**src/rtl/gate_select_defines.vh**
```
// register offsets, field positions, reset values for the gate input select block
`ifndef GATE_SELECT_DEFINES_VH
`define GATE_SELECT_DEFINES_VH
// register indices on the plain register port
`define GSEL_ADDR_LOW 2'h0
`define GSEL_ADDR_HIGH 2'h1
`define GSEL_ADDR_POL 2'h2
`define GSEL_ADDR_OUT 2'h3
// reset values
`define GSEL_LOW_RST 16'h0000
`define GSEL_HIGH_RST 16'h0000
`define GSEL_POL_RST 4'h0
// field positions inside a select register
`define GSEL_LOWER_LSB 0
`define GSEL_UPPER_LSB 8
`define GSEL_FIELD_W 8
`define GSEL_POL_W 4
// bit positions inside one gate's enable byte, source 1 lowest pair
`define GSEL_SRC1_INV 0
`define GSEL_SRC1_TRUE 1
`define GSEL_SRC2_INV 2
`define GSEL_SRC2_TRUE 3
`define GSEL_SRC3_INV 4
`define GSEL_SRC3_TRUE 5
`define GSEL_SRC4_INV 6
`define GSEL_SRC4_TRUE 7
// bit positions of the gate invert controls in the polarity word
`define GSEL_POL_G1 0
`define GSEL_POL_G2 1
`define GSEL_POL_G3 2
`define GSEL_POL_G4 3
// read data reset value
`define GSEL_RDATA_RST 16'h0000
`endif

```
**src/rtl/input_gate.v**
```verilog
// one input gate: or of enabled true and inverted sources, then polarity
`timescale 1ns/10ps
module input_gate #(
   parameter SRC_N = 4
) (
   // source signals, source 1 in bit 0
   input wire [SRC_N-1:0] src,
   // enables, pair per source: bit 2k+1 true, bit 2k inverted
   input wire [2*SRC_N-1:0] en,
   // gate polarity control
   input wire invert,
   // gated result toward the logic function
   output wire gate_out
);
   // candidate terms, true and complemented per source
   wire [2*SRC_N-1:0] cand;
   genvar k;
   generate
      for (k = 0; k < SRC_N; k = k + 1) begin : g_src
         assign cand[2*k+1] = src[k];
         assign cand[2*k] = ~src[k];
      end
   endgenerate
   // enabled terms only; or of terms; empty is zero
   wire or_res = |(cand & en);
   assign gate_out = or_res ^ invert;
endmodule

```
**src/rtl/gate_input_select.v**
```verilog
// gate input select matrix with its register bank
// Contract
// - gate1 enables from low register bits 7:0
// - gate2 enables from low register bits 15:8
// - gate3 enables from high register bits 7:0
// - gate4 enables from high register bits 15:8
// - true enable passes source, else ignored
// - inverted enable passes complement, else ignored
// - each source offers true and inverse
// - gate ors all its enabled candidates
// - polarity bit inverts gate result
`timescale 1ns/10ps
`include "gate_select_defines.vh"
module gate_input_select #(
   parameter SRC_N = 4,
   parameter GATE_N = 4
) (
   clk,
   nrst,
   addr,
   wdata,
   wr,
   rd,
   rdata,
   src,
   gate_out
);
   input wire clk; // system clock
   input wire nrst; // synchronous reset, active low
   input wire [1:0] addr; // register index
   input wire [15:0] wdata; // write data
   input wire wr; // write strobe
   input wire rd; // read strobe
   output reg [15:0] rdata; // read data, one cycle after rd
   input wire [SRC_N-1:0] src; // data source selector outputs
   output wire [GATE_N-1:0] gate_out; // gate outputs after polarity

   // select and polarity registers with their next values
   reg [15:0] gate_select_low_q; // gate1 and gate2 enable bytes
   reg [15:0] gate_select_low_d; // next value of gate_select_low
   reg [15:0] gate_select_high_q; // gate3 and gate4 enable bytes
   reg [15:0] gate_select_high_d; // next value of gate_select_high
   reg [`GSEL_POL_W-1:0] gate_invert_q; // gate1..4 invert in bits 0..3
   reg [`GSEL_POL_W-1:0] gate_invert_d; // next value of the polarity word
   reg [15:0] rdata_d; // read mux, registered into rdata
   // write strobes decoded per register index
   wire wr_low; // write aimed at gate_select_low
   wire wr_high; // write aimed at gate_select_high
   wire wr_pol; // write aimed at the polarity word
   // enable bytes handed to the gates, gate1 lowest byte
   wire [4*`GSEL_FIELD_W-1:0] en_all;

   // named enable fields, one wire per select bit
   // gate1 enable fields
   wire gate1_src1_inv_en = gate_select_low_q[`GSEL_LOWER_LSB + `GSEL_SRC1_INV];
   wire gate1_src1_true_en = gate_select_low_q[`GSEL_LOWER_LSB + `GSEL_SRC1_TRUE];
   wire gate1_src2_inv_en = gate_select_low_q[`GSEL_LOWER_LSB + `GSEL_SRC2_INV];
   wire gate1_src2_true_en = gate_select_low_q[`GSEL_LOWER_LSB + `GSEL_SRC2_TRUE];
   wire gate1_src3_inv_en = gate_select_low_q[`GSEL_LOWER_LSB + `GSEL_SRC3_INV];
   wire gate1_src3_true_en = gate_select_low_q[`GSEL_LOWER_LSB + `GSEL_SRC3_TRUE];
   wire gate1_src4_inv_en = gate_select_low_q[`GSEL_LOWER_LSB + `GSEL_SRC4_INV];
   wire gate1_src4_true_en = gate_select_low_q[`GSEL_LOWER_LSB + `GSEL_SRC4_TRUE];

   wire gate2_src1_inv_en = gate_select_low_q[`GSEL_UPPER_LSB + `GSEL_SRC1_INV];
   wire gate2_src1_true_en = gate_select_low_q[`GSEL_UPPER_LSB + `GSEL_SRC1_TRUE];
   wire gate2_src2_inv_en = gate_select_low_q[`GSEL_UPPER_LSB + `GSEL_SRC2_INV];
   wire gate2_src2_true_en = gate_select_low_q[`GSEL_UPPER_LSB + `GSEL_SRC2_TRUE];
   wire gate2_src3_inv_en = gate_select_low_q[`GSEL_UPPER_LSB + `GSEL_SRC3_INV];
   wire gate2_src3_true_en = gate_select_low_q[`GSEL_UPPER_LSB + `GSEL_SRC3_TRUE];
   wire gate2_src4_inv_en = gate_select_low_q[`GSEL_UPPER_LSB + `GSEL_SRC4_INV];
   wire gate2_src4_true_en = gate_select_low_q[`GSEL_UPPER_LSB + `GSEL_SRC4_TRUE];

   wire gate3_src1_inv_en = gate_select_high_q[`GSEL_LOWER_LSB + `GSEL_SRC1_INV];
   wire gate3_src1_true_en = gate_select_high_q[`GSEL_LOWER_LSB + `GSEL_SRC1_TRUE];
   wire gate3_src2_inv_en = gate_select_high_q[`GSEL_LOWER_LSB + `GSEL_SRC2_INV];
   wire gate3_src2_true_en = gate_select_high_q[`GSEL_LOWER_LSB + `GSEL_SRC2_TRUE];
   wire gate3_src3_inv_en = gate_select_high_q[`GSEL_LOWER_LSB + `GSEL_SRC3_INV];
   wire gate3_src3_true_en = gate_select_high_q[`GSEL_LOWER_LSB + `GSEL_SRC3_TRUE];
   wire gate3_src4_inv_en = gate_select_high_q[`GSEL_LOWER_LSB + `GSEL_SRC4_INV];
   wire gate3_src4_true_en = gate_select_high_q[`GSEL_LOWER_LSB + `GSEL_SRC4_TRUE];

   wire gate4_src1_inv_en = gate_select_high_q[`GSEL_UPPER_LSB + `GSEL_SRC1_INV];
   wire gate4_src1_true_en = gate_select_high_q[`GSEL_UPPER_LSB + `GSEL_SRC1_TRUE];
   wire gate4_src2_inv_en = gate_select_high_q[`GSEL_UPPER_LSB + `GSEL_SRC2_INV];
   wire gate4_src2_true_en = gate_select_high_q[`GSEL_UPPER_LSB + `GSEL_SRC2_TRUE];
   wire gate4_src3_inv_en = gate_select_high_q[`GSEL_UPPER_LSB + `GSEL_SRC3_INV];
   wire gate4_src3_true_en = gate_select_high_q[`GSEL_UPPER_LSB + `GSEL_SRC3_TRUE];
   wire gate4_src4_inv_en = gate_select_high_q[`GSEL_UPPER_LSB + `GSEL_SRC4_INV];
   wire gate4_src4_true_en = gate_select_high_q[`GSEL_UPPER_LSB + `GSEL_SRC4_TRUE];

   wire [`GSEL_FIELD_W-1:0] gate1_en = {gate1_src4_true_en, gate1_src4_inv_en,
      gate1_src3_true_en, gate1_src3_inv_en, gate1_src2_true_en, gate1_src2_inv_en,
      gate1_src1_true_en, gate1_src1_inv_en};

   wire [`GSEL_FIELD_W-1:0] gate2_en = {gate2_src4_true_en, gate2_src4_inv_en,
      gate2_src3_true_en, gate2_src3_inv_en, gate2_src2_true_en, gate2_src2_inv_en,
      gate2_src1_true_en, gate2_src1_inv_en};

   wire [`GSEL_FIELD_W-1:0] gate3_en = {gate3_src4_true_en, gate3_src4_inv_en,
      gate3_src3_true_en, gate3_src3_inv_en, gate3_src2_true_en, gate3_src2_inv_en,
      gate3_src1_true_en, gate3_src1_inv_en};

   wire [`GSEL_FIELD_W-1:0] gate4_en = {gate4_src4_true_en, gate4_src4_inv_en,
      gate4_src3_true_en, gate4_src3_inv_en, gate4_src2_true_en, gate4_src2_inv_en,
      gate4_src1_true_en, gate4_src1_inv_en};

   // all enable bytes side by side, gate1 in the lowest byte
   assign en_all = {gate4_en, gate3_en, gate2_en, gate1_en};

   wire gate1_invert = gate_invert_q[`GSEL_POL_G1]; // gate1 result inverted
   wire gate2_invert = gate_invert_q[`GSEL_POL_G2]; // gate2 result inverted
   wire gate3_invert = gate_invert_q[`GSEL_POL_G3]; // gate3 result inverted
   wire gate4_invert = gate_invert_q[`GSEL_POL_G4]; // gate4 result inverted
   // invert controls side by side, gate1 in bit 0
   wire [3:0] invert_all = {gate4_invert, gate3_invert, gate2_invert, gate1_invert};

   // write decode; index 3 is the read-only status word and is never written
   assign wr_low = wr && (addr == `GSEL_ADDR_LOW);
   assign wr_high = wr && (addr == `GSEL_ADDR_HIGH);
   assign wr_pol = wr && (addr == `GSEL_ADDR_POL);

   // next value of the low select word: hold unless written
   always @* begin
      // hold the stored word
      gate_select_low_d = gate_select_low_q;
      if (wr_low) begin
         gate_select_low_d = wdata;
      end
   end

   // next value of the high select word: hold unless written
   always @* begin
      // hold the stored word
      gate_select_high_d = gate_select_high_q;
      if (wr_high) begin
         gate_select_high_d = wdata;
      end
   end

   // next value of the polarity word: only its low bits are kept
   always @* begin
      // hold the stored controls
      gate_invert_d = gate_invert_q;
      if (wr_pol) begin
         gate_invert_d = wdata[`GSEL_POL_W-1:0];
      end
   end

   // select and polarity registers, synchronous reset
   always @(posedge clk) begin
      if (!nrst) begin
         // power-on values: every gate empty and not inverted
         gate_select_low_q <= `GSEL_LOW_RST;
         gate_select_high_q <= `GSEL_HIGH_RST;
         gate_invert_q <= `GSEL_POL_RST;
      end else begin
         // take next values; a refused write leaves all words as they are
         gate_select_low_q <= gate_select_low_d;
         gate_select_high_q <= gate_select_high_d;
         gate_invert_q <= gate_invert_d;
      end
   end

   // read mux; the status word shows the live gate outputs
   always @* begin
      case (addr)
         `GSEL_ADDR_LOW: begin
            rdata_d = gate_select_low_q;
         end
         `GSEL_ADDR_HIGH: begin
            rdata_d = gate_select_high_q;
         end
         `GSEL_ADDR_POL: begin
            rdata_d = {12'h000, gate_invert_q};
         end
         `GSEL_ADDR_OUT: begin
            rdata_d = {12'h000, gate_out};
         end
         default: begin
            // cannot occur with a two-bit index
            rdata_d = 16'h0000;
         end
      endcase
   end

   // read data register: stands one cycle after rd, zero otherwise
   always @(posedge clk) begin
      if (!nrst) begin
         rdata <= `GSEL_RDATA_RST;
      end else if (rd) begin
         // answer the read taken on this edge
         rdata <= rdata_d;
      end else begin
         // idle bus reads as zero so a stale word is never seen
         rdata <= 16'h0000;
      end
   end

   // one gate per enable byte; the or and polarity live in input_gate
   genvar g;
   generate
      for (g = 0; g < GATE_N; g = g + 1) begin : g_gate
         input_gate #(
            .SRC_N(SRC_N)
         ) u_gate (
            .src(src),
            .en(en_all[g*`GSEL_FIELD_W +: `GSEL_FIELD_W]),
            .invert(invert_all[g]),
            .gate_out(gate_out[g])
         );
      end
   endgenerate
endmodule

```
**config.mk**
```make
export PLATFORM = sky130hd
export DESIGN_NAME = gate_input_select
export DESIGN_NICKNAME = d
export VERILOG_FILES = /design/src/rtl/input_gate.v /design/src/rtl/gate_input_select.v
export VERILOG_INCLUDE_DIRS = /design/src /design/src/rtl
export SDC_FILE = /design/constraint.sdc
export NUM_CORES = 1
export LEC_CHECK = 0
export BUFFER_PORTS_ARGS = -buffer_cell sky130_fd_sc_hd__buf_2
export CORE_MARGIN = 2
export CORE_UTILIZATION = 44
export DETAILED_ROUTE_END_ITERATION = 8
export PLACE_DENSITY_LB_ADDON = 0.2
export SLEW_MARGIN = 20
export SYNTH_ARGS = -nofsm -noshare
export SYNTH_HDL_FRONTEND = slang
export SYNTH_SLANG_ARGS = --single-unit
```
**constraint.sdc**
```tcl
create_clock -name clk -period 3.99 [get_ports clk]
set_clock_uncertainty 0.1 [all_clocks]
set_input_delay 0.798 -clock clk [delete_from_list [all_inputs] [get_ports clk]]
set_output_delay 0.798 -clock clk [all_outputs]
set_load 0.1 [all_outputs]
```
==> Word level (Yosys, flattened, before mapping) <==
Index checks and enable logic that the tools add are counted.
{ "word_totals": {"ff_bits": 52, "output_inout_bits": 20, "in_bits": 26} }
{ "classes": {"reduce_logical": 9, "eq_ne": 3, "bitwise_logic": 12, "n_mux": 1} }
{ "op_table": {"columns": ["operator", "n"], "rows": [
  ["$pmux 16 s4", 1],
  ["$and 8x8->8", 4],
  ["$reduce_or 8->1", 4],
  ["$eq 2x2->1 const B", 2],
  ["$not 1->1", 4],
  ["$xor 1x1->1", 4],
  ["$logic_and 1x1->1", 3],
  ["$eq 2x1->1 const B", 1],
  ["$logic_not 2->1", 1],
  ["$reduce_and 2->1", 1]
]} }

==> Depth between registers and ports, before layout <==
{ "logic_depth": {"depth_word": 5, "depth_mapped": 6, "mapped_depth_nobuf": 3} }

==> Cells and area by module <==
Synthesis repeated with hierarchy kept, for this count alone.
{ "hier_totals": {"cells_unflattened": 219, "hier_area_um2": 2238.4} }
{ "modules_own_cells": {"columns": ["module", "n_inst", "seq_area_each_um2", "area_per_inst_um2", "cells_each"], "rows": [
  ["gate_input_select", 1, 1041.0, 2018.2, 195],
  ["input_gate", 4, 0.0, 55.1, 6]
]} }

==> Worst setup path before layout <==
Ideal clock, no wire load.
{ "synth_path": {"path_kind": "input to output", "start": "in src[1]", "end": "out gate_out[0]", "t_arrival_ns": 1.800, "path_buffers": 2, "slack_ns": 1.292, "path_stages": 5, "path_cell_list": "clkbuf_2 mux2i_1 and4_1 xnor2_1 buf_4"} }
{ "synth_between": {"elab_chain_len": 4} }
{ "synth_rtl": {"columns": ["item", "line_no", "rtl"], "rows": [
  ["start: declaration", "gate_input_select.v:35", "input wire [SRC_N-1:0] src;"],
  ["$not 1->1", "input_gate.v:21", "assign cand[2*k] = ~src[k];"],
  ["$and 8x8->8 *", "input_gate.v:25", "wire or_res = |(cand & en);"],
  ["$reduce_or 8->1 *", "input_gate.v:25", null],
  ["$xor 1x1->1 *", "input_gate.v:26", "assign gate_out = or_res ^ invert;"],
  ["end: declaration", "gate_input_select.v:36", "output wire [GATE_N-1:0] gate_out;"]
]} }
Mark *: on every way between the ends. The rest lies on a longest branch, timed or not.

==> Worst setup path in the final report <==
{ "layout_path": {"start": "in src[0]", "end": "out gate_out[1]"} }
Same word-level chain as after synthesis.

==> metrics.txt <==
# TYPE chip_impl_metric gauge
chip_impl_metric{name="preCtsSetupSlack",unit="ns"} 0.974
chip_impl_metric{name="flow.area_growth_from_synthesis",unit="%"} 9.62
chip_impl_metric{name="fin_crit_sh",unit="%"} 76.3
chip_impl_metric{name="io_buffers",unit=""} 45
chip_impl_metric{name="via_count_of_the_first_global_routing_pass",unit=""} 1721
chip_impl_metric{name="synth.top_cell.area_share",unit="%"} 42.6
chip_impl_metric{name="ys_seq_elements",unit=""} 52
chip_impl_metric{name="ctsResizeCount",unit=""} 0
chip_impl_metric{name="regArea",unit="mm2"} 0.00104
chip_impl_metric{name="post_synth_instance_area",unit="mm2"} 0.00245
chip_impl_info{name="start_kind",value="input port"} 1
chip_impl_metric{name="post_synth_inst_count",unit=""} 260
chip_impl_metric{name="setup_viol",unit=""} 0
chip_impl_info{name="yosys.cell_count.top_type",value="nand2_1"} 1
chip_impl_metric{name="finalMaxSlewViolations",unit=""} 0
chip_impl_metric{name="clock-sinks",unit=""} 52
chip_impl_metric{name="grt_max_degree",unit=""} 38
chip_impl_metric{name="max_freq",unit="MHz"} 329
chip_impl_info{name="tritoncts",value="yes"} 1
chip_impl_metric{name="postLayoutSetupSlackWorst",unit="ns"} 0.948
chip_impl_metric{name="groute.usage.overall",unit="%"} 18.1
chip_impl_info{name="rsz0062_at_grt",value="false"} 1
chip_impl_metric{name="vias_per_cell",unit=""} 5.04
chip_impl_metric{name="timing.reg2reg.setup_slack",unit="ns"} 2.74
chip_impl_metric{name="synthArstFlopShare",unit="%"} 0
chip_impl_metric{name="postRouteAntennaNets",unit=""} 0
chip_impl_info{name="cell_at_the_root_of_the_clock_tree",value="clkbuf_8"} 1
chip_impl_metric{name="max-clock-path-buffers",unit=""} 2
chip_impl_metric{name="critPathRequiredTime",unit="ns"} 3.09
chip_impl_metric{name="drt_wl_total",unit="mm"} 5.32
chip_impl_info{name="outcome",value="finished, final reports clean"} 1
chip_impl_metric{name="core",unit="mm2"} 0.00544
chip_impl_metric{name="drt_pre_antenna_iters",unit=""} 4
chip_impl_metric{name="tritoncts.num_buffers",unit=""} 5
chip_impl_metric{name="fillers",unit=""} 557
chip_impl_metric{name="synth_fp_nets",unit=""} 286
chip_impl_metric{name="remaining_global_route_overflow",unit=""} 0
chip_impl_metric{name="worst_ir_drop_vdd",unit="mV"} 0.202
chip_impl_metric{name="antenna_diode_count",unit=""} 0
chip_impl_metric{name="cts.clk_slew.worst_paths",unit="ns"} 0.10
chip_impl_info{name="ys_dominant_reg_cell",value="dfxtp_1"} 1
chip_impl_metric{name="ios",unit=""} 46
chip_impl_info{name="timing.critical_path.to_type",value="primary output"} 1
chip_impl_metric{name="fp-row-count",unit=""} 27
chip_impl_metric{name="static_leakage",unit="nW"} 1.07
chip_impl_metric{name="dpl-instance-area",unit="mm2"} 0.00259
chip_impl_metric{name="cellPowerDensity",unit="mW/mm2"} 379
chip_impl_info{name="synth_top_area_cell",value="dfxtp_1"} 1
chip_impl_info{name="worst_hold_path_type",value="flop to flop"} 1
chip_impl_metric{name="finalHoldWorstSlack",unit="ns"} 0.375
chip_impl_metric{name="fp.dieH",unit="um"} 78.6
chip_impl_metric{name="worst_pin_slew",unit="ns"} 0.750
chip_impl_metric{name="global_route_wire_length_before_repair",unit="mm"} 8.67
chip_impl_metric{name="globalplace.congestion",unit=""} 0.825
chip_impl_info{name="synth_common_cells",value="nand2_1, dfxtp_1, mux2i_1"} 1
chip_impl_metric{name="cts_setup_buffers",unit=""} 0
chip_impl_metric{name="ys_seq_area_share",unit="%"} 42.6
chip_impl_metric{name="design.die.area",unit="mm2"} 0.00617
chip_impl_metric{name="worst_skew_pair.late_latency",unit="ns"} 0.31
chip_impl_metric{name="fin_nets",unit=""} 314
chip_impl_metric{name="place.detailed.hpwl",unit="mm"} 3.72
chip_impl_metric{name="vias",unit=""} 1818
chip_impl_metric{name="yosysUniqueCellTypes",unit=""} 28
chip_impl_metric{name="postCtsHoldBufs",unit=""} 0
chip_impl_metric{name="initial_standard_cell_utilization_of_the_core",unit="%"} 45.0
chip_impl_info{name="timing.setup.critical_path_class",value="input port to primary output"} 1
chip_impl_metric{name="cp_max_fo",unit=""} 4
chip_impl_metric{name="hold_violations",unit=""} 0
chip_impl_info{name="post_synth_main_area_contributors",value="dfxtp_1, mux2i_1, nand2_1, a21boi_0, a21boi_2"} 1
chip_impl_metric{name="final_period_minus_worst_setup_slack",unit="ns"} 3.04
chip_impl_metric{name="drt-initial-drc-count",unit=""} 71
chip_impl_metric{name="synth_enable_flop_cells",unit=""} 0
chip_impl_metric{name="finalInstanceArea",unit="mm2"} 0.00268
chip_impl_metric{name="drt-wirelength-per-cell",unit="um"} 14.7
chip_impl_metric{name="synthesized_area_per_cell",unit="um2"} 9.41
chip_impl_metric{name="total_power",unit="mW"} 1.02
chip_impl_metric{name="h-tree-depth",unit=""} 2
chip_impl_metric{name="route.detailed.drc",unit=""} 0
chip_impl_metric{name="die_w",unit="um"} 78.6
chip_impl_metric{name="max-slew-margin-rel",unit="%"} 50.0
chip_impl_metric{name="max_cap_violations",unit=""} 0
chip_impl_metric{name="yosysWarnings",unit=""} 0
chip_impl_metric{name="tns",unit="ns"} 0
chip_impl_metric{name="critical_path_arrival",unit="ns"} 2.14
chip_impl_metric{name="area_of_the_multi_input_gates",unit="mm2"} 0.00122
chip_impl_metric{name="initial_antenna_violation_count",unit=""} 0
chip_impl_metric{name="final_layout_size_suffix_gt1_share",unit="%"} 23.9
==> final timing paths <==
kind	depth (start not counted)	endpoint	startpoint
max	5	gate_out[1]	src[0]
max reg2reg	3	rdata[2]	gate_select_high_q[4]
min	2	gate_select_high_q[14]	gate_select_high_q[14]
min reg2reg	2	gate_select_high_q[14]	gate_select_high_q[14]
==> cell families (layout without fill, tap and decap cells) <==
family          Yosys count  in the layout  share of synthesized area [%]
compound gates           44             44                           15.7
xor+xnor                  4              4                           1.43
buf+inv                  28             57                           7.47
flops                    52             52                           42.6
mux                      36             36                           14.9
simple gates             96             96                           18.0
==> per-layer routing <==
layer / routed length, um / GRT usage (%) / part of all wire, % / up-vias
met2: 2340 / 28.3 / 44 / 45
met1: 2680 / 25.2 / 50 / 829
met4: 32 / 5.26 / 0.60 / 0
met3: 274 / 3.79 / 5.1 / 2
met5: 0 / 0 / 0 / -
li1: - / - / - / 942
==> placed cells by master (no fill, tap or decap), drive strengths merged <==
master	count
a21boi	32
a311oi	4
a41oi	4
and2	1
and3b	1
and4	4
buf	45
clkbuf	5
clkinv	3
dfxtp	52
inv	4
mux2	4
mux2i	32
nand2	64
nand2b	2
nand3	4
nand3b	2
nor2	12
nor2b	4
nor3b	1
o221ai	4
or3b	1
xnor2	4
==> state kept, by name, indices dropped and copies added (netlist names) <==
register / cells
gate_invert_q: 4
gate_select_high_q: 16
gate_select_low_q: 16
rdata: 16
==> stage by stage <==
step	util, %	cells
floorplan	-	260
global placement	47.7	353
detailed placement	47.7	353
CTS	49.3	361
global route	49.3	361
finish	49.3	361
==> where the power goes <==
group | internal, mW | total [mW] | switching [mW] | leakage, nW
sequential | 0.533 | 0.544 | 0.0108 | 0.422
clock | 0.123 | 0.299 | 0.176 | 0.0479
combinational | 0.0506 | 0.174 | 0.123 | 0.603
==> area by class of cell <==
type,count,share of cell area [%]
Clock buffer,5,2.57
Clock inverter,3,0.700
Inverter,4,0.560
Timing Repair Buffer,45,8.40
Sequential cell,52,38.8
Multi-Input combinational cell,180,45.6
Tap cell,72,3.36
==> worst max-delay path, stage by stage <==
cell	delay [ns]
buf_2	0.16
mux2i_1	0.28
and4_1	0.26
xnor2_1	0.17
buf_2	0.48
(Power assumes the default switching activity.)
